File: src/hdl/cpu_pkg.sv
// Constants, opcodes and types for the test, transfer and addressing block
//
// Function
// RULE1: The test operation subtracts zero from A, X or a memory byte, sets N and Z, clears V and keeps H, I and C.
// RULE2: Test opcodes are 3D direct, 4D on A, 5D on X, 6D byte-offset indexed, 7D plain indexed and 9E6D stack byte-offset, taking 3, 1, 1, 3, 2 and 4 cycles.
// RULE3: Full-address mode fetches two operand bytes, high then low, and uses them as the 16-bit address.
// RULE4: Word-offset indexed mode fetches a two-byte offset, high first, and adds it to H:X.
// RULE5: Byte-offset indexed mode fetches one unsigned offset byte and adds it to H:X.
// RULE6: Post-increment indexed mode accesses memory at H:X and then adds one to H:X.
// RULE7: Stack offset modes add a one-byte or two-byte offset to SP to form the address.
// RULE8: The direct-to-direct move reads a byte at one direct address and writes it to a second one.
// RULE9: The indexed-to-direct move reads at H:X, increments H:X and stores the byte at a direct address.
// RULE10: The direct-to-indexed move reads at a direct address, stores at H:X and then increments H:X.
// RULE11: Byte 9E is a prefix that picks the stack-offset form of the following opcode.
// RULE12: Opcode 95 loads H:X with SP plus one in 2 cycles, 94 loads SP with H:X minus one in 2 cycles, 9F copies X to A in 1 cycle, none touching flags.
package cpu_pkg;

	// ------------------------------------------------------------
	// Opcodes
	// ------------------------------------------------------------
	localparam logic [7:0] OP_PREFIX = 8'h9e;
	localparam logic [7:0] OP_TEST_DIR = 8'h3d;
	localparam logic [7:0] OP_TEST_ACC = 8'h4d;
	localparam logic [7:0] OP_TEST_XLO = 8'h5d;
	localparam logic [7:0] OP_TEST_XBYTE = 8'h6d;
	localparam logic [7:0] OP_TEST_XPLAIN = 8'h7d;
	localparam logic [7:0] OP_SP_TO_HX = 8'h95;
	localparam logic [7:0] OP_HX_TO_SP = 8'h94;
	localparam logic [7:0] OP_X_TO_A = 8'h9f;
	localparam logic [7:0] OP_MOVE_D2D = 8'h4e;
	localparam logic [7:0] OP_MOVE_D2X = 8'h5e;
	localparam logic [7:0] OP_MOVE_X2D = 8'h7e;

	// ------------------------------------------------------------
	// Flag positions, reset values, zero page and test subtrahend
	// ------------------------------------------------------------
	localparam int FLAG_V = 7;
	localparam int FLAG_H = 4;
	localparam int FLAG_I = 3;
	localparam int FLAG_N = 2;
	localparam int FLAG_Z = 1;
	localparam int FLAG_C = 0;
	localparam logic [7:0] FLAGS_RST = 8'h68;
	localparam logic [15:0] SP_RST = 16'h00ff;
	localparam logic [15:0] HX_RST = 16'h0000;
	localparam logic [15:0] PC_RST = 16'h0000;
	localparam logic [7:0] ACC_RST = 8'h00;
	localparam logic [7:0] ZERO_PAGE = 8'h00;
	localparam logic [7:0] TEST_SUBTRAHEND = 8'h00;

	// ------------------------------------------------------------
	// Cycle counts
	// ------------------------------------------------------------
	localparam logic [2:0] CYC_TEST_DIR = 3'h3;
	localparam logic [2:0] CYC_TEST_REG = 3'h1;
	localparam logic [2:0] CYC_TEST_XBYTE = 3'h3;
	localparam logic [2:0] CYC_TEST_XPLAIN = 3'h2;
	localparam logic [2:0] CYC_TEST_SBYTE = 3'h4;
	localparam logic [2:0] CYC_XFER_STK = 3'h2;
	localparam logic [2:0] CYC_X_TO_A = 3'h1;
	localparam logic [2:0] CYC_MOVE_D2D = 3'h5;
	localparam logic [2:0] CYC_MOVE_XINC = 3'h4;
	localparam logic [2:0] CYC_EA_NONE = 3'h1;
	localparam logic [2:0] CYC_EA_BYTE = 3'h2;
	localparam logic [2:0] CYC_EA_WORD = 3'h3;

	// ------------------------------------------------------------
	// Types
	// ------------------------------------------------------------
	typedef enum logic [3:0] {
		implied_operand_mode = 4'h0,
		direct_mode = 4'h1,
		full_address_mode = 4'h2,
		index_plain_mode = 4'h3,
		index_byte_offset_mode = 4'h4,
		index_word_offset_mode = 4'h5,
		index_postinc_mode = 4'h6,
		stack_byte_offset_mode = 4'h7,
		stack_word_offset_mode = 4'h8
	} ea_mode_t;

	typedef enum logic [3:0] {
		k_none = 4'h0,
		k_test_mem = 4'h1,
		k_test_acc = 4'h2,
		k_test_xlo = 4'h3,
		stackptr_to_index_op = 4'h4,
		index_to_stackptr_op = 4'h5,
		indexlow_to_acc_op = 4'h6,
		mem_to_mem_direct_mode = 4'h7,
		direct_to_index_postinc_mode = 4'h8,
		index_postinc_to_direct_mode = 4'h9,
		k_addr_only = 4'ha
	} op_kind_t;

	typedef enum logic [2:0] {
		st_idle = 3'b000,
		st_prefix = 3'b001,
		st_fetch1 = 3'b011,
		st_fetch2 = 3'b010,
		st_read = 3'b110,
		st_write = 3'b111,
		st_finish = 3'b101,
		st_pad = 3'b100
	} seq_state_t;

endpackage : cpu_pkg

File: src/hdl/ea_adder.sv
// Effective address former for all addressing modes
`timescale 1ns/1ps
module ea_adder
	import cpu_pkg::*;
#(
	parameter int AW = 16
) (
	input wire ea_mode_t mode,
	input wire logic [AW-1:0] hx,
	input wire logic [AW-1:0] sp,
	input wire logic [7:0] hi,
	input wire logic [7:0] lo,
	output logic [AW-1:0] ea
);

	logic [AW-1:0] word_off;
	logic [AW-1:0] byte_off;

	assign word_off = AW'({hi, lo});
	assign byte_off = AW'(lo);

	always_comb begin
		unique case (mode)
			implied_operand_mode: ea = hx;
			direct_mode: ea = AW'({ZERO_PAGE, lo});
			full_address_mode: ea = word_off; // see RULE3
			index_plain_mode: ea = hx;
			index_postinc_mode: ea = hx; // see RULE6
			index_byte_offset_mode: ea = hx + byte_off; // see RULE5
			index_word_offset_mode: ea = hx + word_off; // see RULE4
			stack_byte_offset_mode: ea = sp + byte_off; // see RULE7
			stack_word_offset_mode: ea = sp + word_off; // see RULE7
			default: ea = hx;
		endcase
	end

endmodule : ea_adder

File: src/hdl/cpu_test_transfer_addressing.sv
// Sequencer for test, stack/index transfer, move and address-forming operations
`timescale 1ns/1ps
module cpu_test_transfer_addressing
	import cpu_pkg::*;
(
	input wire logic clk_sys,
	input wire logic rst_n,
	input wire logic ce,
	input wire logic start,
	input wire logic prefix,
	input wire logic [7:0] opcode,
	input wire logic ea_req,
	input wire ea_mode_t ea_mode_in,
	output logic ready,
	output logic done,
	output logic bad_op,
	output logic [15:0] ea_out,
	input wire logic ld_en,
	input wire logic [7:0] ld_acc,
	input wire logic [15:0] ld_hx,
	input wire logic [15:0] ld_sp,
	input wire logic [15:0] ld_pc,
	input wire logic [7:0] ld_flags,
	output logic [7:0] acc,
	output logic [15:0] hx,
	output logic [15:0] sp,
	output logic [15:0] pc,
	output logic [7:0] flags,
	output logic mem_rd,
	output logic mem_wr,
	output logic [15:0] mem_addr,
	output logic [7:0] mem_wdata,
	input wire logic [7:0] mem_rdata
);

	// ------------------------------------------------------------
	// State
	// ------------------------------------------------------------
	seq_state_t st_reg, st_next;
	op_kind_t kind_reg, kind_next;
	ea_mode_t mode_reg, mode_next;
	logic [7:0] acc_reg, acc_next;
	logic [15:0] hx_reg, hx_next;
	logic [15:0] sp_reg, sp_next;
	logic [15:0] pc_reg, pc_next;
	logic [7:0] condition_flags_reg, condition_flags_next;
	logic [7:0] hi_reg, hi_next;
	logic [7:0] dst_reg, dst_next;
	logic [7:0] mdata_reg, mdata_next;
	logic [15:0] ea_reg, ea_next;
	logic bad_reg, bad_next;
	logic [2:0] exp_reg, exp_next;
	logic [2:0] cyc_reg, cyc_next;
	logic [15:0] ea_comb;
	logic [7:0] test_val;
	logic two_byte;

	ea_adder #(.AW(16)) u_ea (
		.mode(mode_reg),
		.hx(hx_reg),
		.sp(sp_reg),
		.hi(hi_reg),
		.lo(mem_rdata),
		.ea(ea_comb)
	);

	assign two_byte = (mode_reg == full_address_mode) || (mode_reg == index_word_offset_mode)
		|| (mode_reg == stack_word_offset_mode);
	assign ready = (st_reg == st_idle);
	assign done = (st_reg == st_finish);
	assign bad_op = bad_reg;
	assign ea_out = ea_reg;
	assign acc = acc_reg;
	assign hx = hx_reg;
	assign sp = sp_reg;
	assign pc = pc_reg;
	assign flags = condition_flags_reg;

	always_comb begin
		unique case (kind_reg)
			k_test_acc: test_val = acc_reg;
			k_test_xlo: test_val = hx_reg[7:0];
			k_test_mem: test_val = mem_rdata;
			default: test_val = mdata_reg;
		endcase
	end

	// ------------------------------------------------------------
	// Next-state logic
	// ------------------------------------------------------------
	always_comb begin
		st_next = st_reg;
		kind_next = kind_reg;
		mode_next = mode_reg;
		acc_next = acc_reg;
		hx_next = hx_reg;
		sp_next = sp_reg;
		pc_next = pc_reg;
		condition_flags_next = condition_flags_reg;
		hi_next = hi_reg;
		dst_next = dst_reg;
		mdata_next = mdata_reg;
		ea_next = ea_reg;
		bad_next = bad_reg;
		exp_next = exp_reg;
		cyc_next = (st_reg == st_idle) ? 3'h0 : cyc_reg + 3'h1;
		mem_rd = 1'b0;
		mem_wr = 1'b0;
		mem_addr = pc_reg;
		mem_wdata = mem_rdata;
		unique case (st_reg)
			st_idle: begin
				if (ld_en) begin
					acc_next = ld_acc;
					hx_next = ld_hx;
					sp_next = ld_sp;
					pc_next = ld_pc;
					condition_flags_next = ld_flags;
				end else if (ea_req) begin
					// Address-only service for other instruction groups
					kind_next = k_addr_only;
					mode_next = ea_mode_in;
					bad_next = 1'b0;
					unique case (ea_mode_in)
						implied_operand_mode, index_plain_mode, index_postinc_mode: begin
							st_next = st_finish;
							exp_next = CYC_EA_NONE;
						end
						full_address_mode, index_word_offset_mode, stack_word_offset_mode: begin
							st_next = st_fetch1;
							exp_next = CYC_EA_WORD;
						end
						default: begin
							st_next = st_fetch1;
							exp_next = CYC_EA_BYTE;
						end
					endcase
				end else if (start) begin
					bad_next = 1'b0;
					mode_next = implied_operand_mode;
					unique case ({prefix, opcode}) // see RULE2 see RULE11
						{1'b0, OP_TEST_DIR}: begin
							kind_next = k_test_mem;
							mode_next = direct_mode;
							st_next = st_fetch1;
							exp_next = CYC_TEST_DIR;
						end
						{1'b0, OP_TEST_ACC}: begin
							kind_next = k_test_acc;
							st_next = st_finish;
							exp_next = CYC_TEST_REG;
						end
						{1'b0, OP_TEST_XLO}: begin
							kind_next = k_test_xlo;
							st_next = st_finish;
							exp_next = CYC_TEST_REG;
						end
						{1'b0, OP_TEST_XBYTE}: begin
							kind_next = k_test_mem;
							mode_next = index_byte_offset_mode;
							st_next = st_fetch1;
							exp_next = CYC_TEST_XBYTE;
						end
						{1'b0, OP_TEST_XPLAIN}: begin
							kind_next = k_test_mem;
							mode_next = index_plain_mode;
							st_next = st_read;
							exp_next = CYC_TEST_XPLAIN;
						end
						{1'b1, OP_TEST_XBYTE}: begin
							// Prefix cycle is spent here, then the byte offset comes in
							kind_next = k_test_mem;
							mode_next = stack_byte_offset_mode;
							st_next = st_prefix;
							exp_next = CYC_TEST_SBYTE;
						end
						{1'b0, OP_SP_TO_HX}: begin
							kind_next = stackptr_to_index_op;
							st_next = st_pad;
							exp_next = CYC_XFER_STK;
						end
						{1'b0, OP_HX_TO_SP}: begin
							kind_next = index_to_stackptr_op;
							st_next = st_pad;
							exp_next = CYC_XFER_STK;
						end
						{1'b0, OP_X_TO_A}: begin
							kind_next = indexlow_to_acc_op;
							st_next = st_finish;
							exp_next = CYC_X_TO_A;
						end
						{1'b0, OP_MOVE_D2D}: begin
							kind_next = mem_to_mem_direct_mode;
							st_next = st_fetch1;
							exp_next = CYC_MOVE_D2D;
						end
						{1'b0, OP_MOVE_D2X}: begin
							kind_next = direct_to_index_postinc_mode;
							st_next = st_fetch1;
							exp_next = CYC_MOVE_XINC;
						end
						{1'b0, OP_MOVE_X2D}: begin
							kind_next = index_postinc_to_direct_mode;
							st_next = st_fetch1;
							exp_next = CYC_MOVE_XINC;
						end
						default: begin
							// Unknown codes finish in one cycle; their only side effect is raising bad_op
							kind_next = k_none;
							bad_next = 1'b1;
							st_next = st_finish;
							exp_next = CYC_X_TO_A;
						end
					endcase
				end
			end
			st_prefix: st_next = st_fetch1;
			st_pad: st_next = st_finish;
			st_fetch1: begin
				mem_rd = 1'b1;
				pc_next = pc_reg + 16'h0001;
				if (kind_reg == mem_to_mem_direct_mode || (kind_reg == k_addr_only && two_byte))
					st_next = st_fetch2;
				else if (kind_reg == k_addr_only)
					st_next = st_finish;
				else
					st_next = st_read;
			end
			st_fetch2: begin
				mem_rd = 1'b1;
				pc_next = pc_reg + 16'h0001;
				hi_next = mem_rdata; // see RULE3 see RULE4
				st_next = (kind_reg == k_addr_only) ? st_finish : st_read;
			end
			st_read: begin
				mem_rd = 1'b1;
				st_next = (kind_reg == k_test_mem) ? st_finish : st_write;
				unique case (kind_reg)
					mem_to_mem_direct_mode: begin
						mem_addr = {ZERO_PAGE, hi_reg}; // see RULE8
						dst_next = mem_rdata;
					end
					direct_to_index_postinc_mode: mem_addr = {ZERO_PAGE, mem_rdata}; // see RULE10
					index_postinc_to_direct_mode: begin
						mem_addr = hx_reg; // see RULE9
						dst_next = mem_rdata;
						hx_next = hx_reg + 16'h0001;
					end
					default: mem_addr = ea_comb; // see RULE5 see RULE7
				endcase
			end
			st_write: begin
				mem_wr = 1'b1;
				mdata_next = mem_rdata;
				st_next = st_finish;
				if (kind_reg == direct_to_index_postinc_mode) begin
					mem_addr = hx_reg; // see RULE10
					hx_next = hx_reg + 16'h0001;
				end else begin
					mem_addr = {ZERO_PAGE, dst_reg}; // see RULE8 see RULE9
				end
			end
			st_finish: begin
				st_next = st_idle;
				unique case (kind_reg)
					k_test_mem, k_test_acc, k_test_xlo, mem_to_mem_direct_mode,
					direct_to_index_postinc_mode, index_postinc_to_direct_mode: begin
						// H, I and C are left as they are
						condition_flags_next[FLAG_V] = 1'b0; // see RULE1
						condition_flags_next[FLAG_N] = test_val[7];
						condition_flags_next[FLAG_Z] = ((test_val - TEST_SUBTRAHEND) == 8'h00);
					end
					stackptr_to_index_op: hx_next = sp_reg + 16'h0001; // see RULE12
					index_to_stackptr_op: sp_next = hx_reg - 16'h0001; // see RULE12
					indexlow_to_acc_op: acc_next = hx_reg[7:0]; // see RULE12
					k_addr_only: begin
						ea_next = ea_comb; // see RULE3 see RULE4 see RULE5 see RULE7
						if (mode_reg == index_postinc_mode)
							hx_next = hx_reg + 16'h0001; // see RULE6
					end
					default: ea_next = ea_reg;
				endcase
			end
		endcase
	end

	// ------------------------------------------------------------
	// Registers
	// ------------------------------------------------------------
	always_ff @(posedge clk_sys or negedge rst_n) begin
		if (!rst_n) begin
			st_reg <= st_idle;
			kind_reg <= k_none;
			mode_reg <= implied_operand_mode;
			acc_reg <= ACC_RST;
			hx_reg <= HX_RST;
			sp_reg <= SP_RST;
			pc_reg <= PC_RST;
			condition_flags_reg <= FLAGS_RST;
			hi_reg <= 8'h00;
			dst_reg <= 8'h00;
			mdata_reg <= 8'h00;
			ea_reg <= 16'h0000;
			bad_reg <= 1'b0;
			exp_reg <= 3'h0;
			cyc_reg <= 3'h0;
		end else if (ce) begin
			st_reg <= st_next;
			kind_reg <= kind_next;
			mode_reg <= mode_next;
			acc_reg <= acc_next;
			hx_reg <= hx_next;
			sp_reg <= sp_next;
			pc_reg <= pc_next;
			condition_flags_reg <= condition_flags_next;
			hi_reg <= hi_next;
			dst_reg <= dst_next;
			mdata_reg <= mdata_next;
			ea_reg <= ea_next;
			bad_reg <= bad_next;
			exp_reg <= exp_next;
			cyc_reg <= cyc_next;
		end
	end
endmodule : cpu_test_transfer_addressing

File: config.mk
export PLATFORM = sky130hd
export DESIGN_NAME = cpu_test_transfer_addressing
export DESIGN_NICKNAME = d
export VERILOG_FILES = /design/src/hdl/cpu_pkg.sv /design/src/hdl/ea_adder.sv /design/src/hdl/cpu_test_transfer_addressing.sv
export SDC_FILE = /design/constraint.sdc
export NUM_CORES = 1
export LEC_CHECK = 0
export CAP_MARGIN = 0
export CORE_MARGIN = 2
export CORE_UTILIZATION = 55
export DETAILED_ROUTE_END_ITERATION = 8
export DONT_BUFFER_PORTS = 1
export PLACE_DENSITY = 0.79
export SLEW_MARGIN = 40
export SYNTH_ARGS = -nofsm -noshare
export SYNTH_HDL_FRONTEND = slang
export SYNTH_SLANG_ARGS = --single-unit
File: constraint.sdc
create_clock -name clk_sys -period 8.45 [get_ports clk_sys]
set_clock_uncertainty 0.1 [all_clocks]
set_input_delay 0.845 -clock clk_sys [delete_from_list [all_inputs] [get_ports clk_sys]]
set_output_delay 0.845 -clock clk_sys [all_outputs]
set_load 0.05 [all_outputs]
# ---- After elaboration in Yosys (flattened, before gate mapping)
# Index checks and enable logic that the tools add are counted.
dict set report op_classes {
  addsub 8
  n_eq_ne 48
  mux 44
  bitwise 1
  n_reduce_logical 33
}
# operator n
set op_table {}
lappend op_table {{16-bit two-way mux} 8}
lappend op_table {{16-bit one-hot mux with 2 select lines} 4}
lappend op_table {{16-bit one-hot mux with 6 select lines} 1}
lappend op_table {{16-bit one-hot mux with 4 select lines} 1}
lappend op_table {{9-bit by 7-bit == test with 1-bit output (second input constant)} 7}
lappend op_table {{16-bit by 1-bit adder with 16-bit output (second input constant)} 3}
lappend op_table {{16-bit one-hot mux with 3 select lines} 1}
lappend op_table {{4-bit by 3-bit == test with 1-bit output (second input constant)} 9}
lappend op_table {{4-bit one-hot mux with 9 select lines} 1}
lappend op_table {{16-bit adder} 2}
lappend op_table {{16-bit by 8-bit adder with 16-bit output} 2}
lappend op_table {{9-bit by 8-bit == test with 1-bit output (second input constant)} 3}
lappend op_table {{8-bit two-way mux} 3}
lappend op_table {{3-bit one-hot mux with 4 select lines} 2}
lappend op_table {{8-bit one-hot mux with 3 select lines} 1}
lappend op_table {{3-bit one-hot mux with 7 select lines} 1}
lappend op_table {{4-bit by 2-bit == test with 1-bit output (second input constant)} 4}
lappend op_table {{4-bit == test (second input constant)} 4}
lappend op_table {{4-bit two-way mux} 4}
lappend op_table {{8-bit one-hot mux with 2 select lines} 1}
lappend op_table {{4-bit AND reduction} 4}
lappend op_table {{16-bit by 1-bit subtractor with 16-bit output (second input constant)} 1}
lappend op_table {{3-bit two-way mux} 5}
lappend op_table {{3-bit AND reduction} 5}
lappend op_table {{other kinds (31)} 57}
dict set report word_totals {
  reg_bits 116
  in_bits 91
  out_inout_bits 109
  wordCells 148
}

# ---- Longest topological paths before layout
dict set report depth {
  ltp_word 7
  ltp_mapped 15
  depth_no_buf 13
}

# ---- Cells and area by module
# Synthesis repeated with hierarchy kept, for this count alone.
dict set report unflattened {
  cells_unflattened 1158
  area_unflattened_um2 9362.7
}
# module instances cells_each area_each_um2 seq_area_each_um2
set by_module_without_submodules {}
lappend by_module_without_submodules {cpu_test_transfer_addressing 1 884 7395.8 2916.5}
lappend by_module_without_submodules {ea_adder 1 274 1966.9 0.0}

# ---- Least setup slack after synthesis
# No wires, ideal clock.
dict set report synth_timing {
  path_type {register to output}
  startpoint {register mode_reg[1]}
  endpoint {output port mem_addr[11]}
  arrival_ns 3.882
  required_time_ns 7.505
  slack_ns 3.623
  path_stages_with_launch 15
  n_path_buf 3
  cell_sequence {dfrtp_1 -> buf_6 -> nor4b_2 -> clkbuf_1 -> and2_1 -> ha_1 -> buf_2 -> a21oi_1 -> o21ai_1 -> a211o_1 -> a41o_2 -> mux2i_1 -> o21ai_0 -> a21oi_1 -> a211oi_1}
}
dict set report synth_via {
  elab_chain_cells 4
  word_cells_on_any_way 9
  classes_between {eq/ne: 6; mux: 3}
}
# element line_no
set synth_lines {}
lappend synth_lines {{start: declaration} cpu_test_transfer_addressing.sv:41} ;# ea_mode_t mode_reg, mode_next;
lappend synth_lines {{start signal: assignment} cpu_test_transfer_addressing.sv:294} ;# mode_reg <= implied_operand_mode;
lappend synth_lines {{start signal: assignment} cpu_test_transfer_addressing.sv:310} ;# mode_reg <= mode_next;
lappend synth_lines {{4-bit == test (tied with other cells)} ea_adder.sv:23} ;# unique case (mode)
lappend synth_lines {{16-bit one-hot mux with 6 select lines (*)} ea_adder.sv:23}
lappend synth_lines {{16-bit one-hot mux with 3 select lines (*)} cpu_test_transfer_addressing.sv:238} ;# unique case (kind_reg)
lappend synth_lines {{16-bit one-hot mux with 2 select lines (*)} cpu_test_transfer_addressing.sv:111} ;# unique case (st_reg)
lappend synth_lines {{end: declaration} cpu_test_transfer_addressing.sv:31} ;# output logic [15:0] mem_addr,
# Mark *: on every way between the ends. The rest lies on a longest branch, timed or not.

# ---- Worst setup path after layout
dict set report layout_timing {
  startpoint {register mode_reg[0]}
  endpoint {output port mem_addr[11]}
}
# The elaborated chain is that of the path after synthesis.

==> flow_metrics.env <==
export IMPL_outcome="completed"
export IMPL_synthFlopType="dfrtp_1"
export IMPL_p_leak_nw=4.149
export IMPL_synth_warnings=0
export IMPL_fin_crit_sh_pct=61.13
export IMPL_stdcell_area_um2=10090
export IMPL_rr_worst_depth=14
export IMPL_max_slew_worst_pin_slew_ps=928.8
export IMPL_grt_max_degree=117
export IMPL_power_internal_mw=2.122
export IMPL_cts_hold_buf=0
export IMPL_track_usage_pct=33.32
export IMPL_drive_above_1_share_pct=14.23
export IMPL_vias=9229
export IMPL_worstPathArrival_ps=4220
export IMPL_grt_pass1_vias=8579
export IMPL_htreeDepth=4
export IMPL_syn_num_nets=1270
export IMPL_io_pins=200
export IMPL_synth_cells=1143
export IMPL_rsz0062_at_grt="no"
export IMPL_ys_seq_elements=116
export IMPL_crit_buf_inv=0
export IMPL_swShare_pct=57.41
export IMPL_final_cell_mix="126 x nand2_1, 102 x dfrtp_1, 100 x a21oi_1"
export IMPL_path_class="flip-flop to output pin"
export IMPL_rows=47
export IMPL_fin_tns_setup_ps=0
export IMPL_die_h_um=134.2
export IMPL_crit_path_end_kind="output pin"
export IMPL_post_route_drc_count=0
export IMPL_cp_slowest_cell="nor4b_4"
export IMPL_combPwrFrac_pct=50.9
export IMPL_power_mw=4.983
export IMPL_drv_cap=0
export IMPL_critPathTopFamily="compound AO/OA/AOI/OAI gates"
export IMPL_grt_remaining_overflow=0
export IMPL_rrSetupSlack_ps=4740
export IMPL_cpPeakStageDelay_ps=650
export IMPL_seq_area_frac_synth_pct=31.27
export IMPL_core_um2=16580
export IMPL_cts_tree="done"
export IMPL_p_seq_share_pct=34.9
export IMPL_drt_iter0_markers=990
export IMPL_setup_viol=0
export IMPL_grt_pass1_wl_mm=47.28
export IMPL_crit_fanout=15
export IMPL_avgRoutedWirePerCell_um=22.39
export IMPL_clock_latency_ps=420
export IMPL_antenna_found_initial=0
export IMPL_r2r_end="ea_out[14]$_DFFE_PN0P_"
export IMPL_maxSlewHeadroom_pct=38.08
export IMPL_final_core_util_pct=60.83
export IMPL_cts_resized=0
export IMPL_initial_core_util_pct=56.25
export IMPL_synth_top_area_share_pct=28.17
export IMPL_min_path_type="primary input to async pin"
export IMPL_final_common_cell="nand2_1"
export IMPL_root_buffer="clkbuf_16"
export IMPL_drt_wl_total_mm=29.96
export IMPL_path_cells="nor4b_4, and2_1, ha_1, a21oi_1, o21ai_1, a211o_1, a41o_2, mux2i_1, o21ai_0, a21oi_1, a211oi_4"
export IMPL_area_growth_pct=8.142
export IMPL_post_cts_buffers=0
export IMPL_cts_sinks=116
export IMPL_hold_viol=0
export IMPL_syn_area_um2=9328
export IMPL_drv_slew=0
export IMPL_synth_area_leaders="dfrtp_1 28%, mux2_2 6.3%, a21oi_1 5.5%"
export IMPL_synth_edf_count=0
export IMPL_synth_cell_types=80
export IMPL_fin_nets=1231
export IMPL_peakVddDrop_mv=0.2200
export IMPL_placed_area_um2=9490
export IMPL_p_per_area_nw_per_um2=494.0
export IMPL_vias_per_cell=6.898
export IMPL_die_width_um=134.2
export IMPL_firstDrtPassIters=6
export IMPL_p_clk_share_pct=14.2
export IMPL_cp_start_kind="flip-flop"
export IMPL_place_gp_congestion=1.024
export IMPL_io_buffers=0
export IMPL_syn_avg_cell_area_um2=8.161
export IMPL_crit_required_ps=7510
export IMPL_reg2reg_from="mode_reg[3]$_DFFE_PN0P_"
export IMPL_clk_pin_slew_worst_paths_ps=60
export IMPL_min_period_ps=5165
export IMPL_synthArstFlopShare_pct=100.0
export IMPL_cts_buffer_depth=2
export IMPL_antenna_left=0
export IMPL_die_area_um2=18020
export IMPL_max_freq_mhz=193.6
export IMPL_yosysTopAreaCell="dfrtp_1"
export IMPL_power_switching_mw=2.861
export IMPL_whs_ps=23.97
export IMPL_numCtsBuffers=17
export IMPL_dp_hpwl_mm=22.04
export IMPL_crit_top_cell="a21oi_1"
## worst max-delay path by stage
stage,from,end,slack [ps],cells after the start
after global routing,mode_reg[3]$_DFFE_PN0P_,mem_addr[10],3020,13
after detailed placement,mode_reg[0]$_DFFE_PN0P_,mem_addr[11],3780,11
final,mode_reg[0]$_DFFE_PN0P_,mem_addr[11],3280,11
after floorplan,mode_reg[1]$_DFFE_PN0P_,mem_addr[11],3620,14
after global placement,mode_reg[0]$_DFFE_PN0P_,mem_addr[13],3480,11
after CTS,mode_reg[0]$_DFFE_PN0P_,mem_addr[11],3330,11
## routing by layer
metal	share of wire, %	vias to the layer above	track usage [%]
li1	-	4170	-
met1	39	4420	42.47
met2	47	532	52.15
met3	10	107	10.20
met4	3.9	0	14.97
met5	0	-	0
## layout make-up
cell class                      instances  area (um^2)
Sequential cell                       116         2920
Timing Repair Buffer                   26        197.7
Tap cell                              220        275.3
Multi-Input combinational cell        918         6026
Clock buffer                           21        460.4
Inverter                               25        93.84
Antenna cell                            1        2.502
Clock inverter                         11        111.4
Fill cell                            1472         6496
## power by group through the flow
stage | Combinational, mW | Sequential [mW] | Clock, mW
final | 2.53 | 1.74 | 0.707
after detailed placement | 2.48 | 1.74 | 0
after global placement | 2.41 | 1.72 | 0
after floorplan | 1.92 | 1.64 | 0
after global routing | 2.73 | 1.78 | 0.744
after CTS | 2.49 | 1.73 | 0.712
## cell usage after synthesis, types with 11 or more instances
library cell and number:
a211oi_1 14, a21oi_1 102, a221oi_1 18, a222oi_1 12, a31oi_1 23, and2_1 15
and3_1 23, buf_2 11, buf_4 11, clkbuf_1 57, dfrtp_1 105, dfstp_2 11
ha_1 34, inv_1 24, mux2_2 52, nand2_1 127, nand3_1 34, nor2_1 92
nor2b_1 16, nor3_1 25, o21ai_0 94, o22ai_1 20, xnor2_1 33, xor2_1 20
## stage by stage
stage               instances  worst slack [ps]
floorplan                1143              3623
CTS                      1336              3327
finish                   1338              3285
global placement         1304              3480
detailed placement       1304              3775
global route             1337              3025
## cell families (layout without fill, tap and decap cells)
| group | after synthesis | in the layout | synth area share, % |
|---|---|---|---|
| AND/OR/NAND/NOR | 391 | 391 | 20.21 |
| buffers and inverters | 109 | 83 | 5.164 |
| XOR/XNOR | 53 | 53 | 4.977 |
| adder cells (fa/ha/maj) | 37 | 37 | 5.111 |
| multiplexers | 60 | 60 | 7.136 |
| other | 0 | 1 | 0 |
| AO/OA/AOI/OAI | 377 | 377 | 26.13 |
| flip-flops | 116 | 116 | 31.27 |
(Power assumes the default switching activity.)
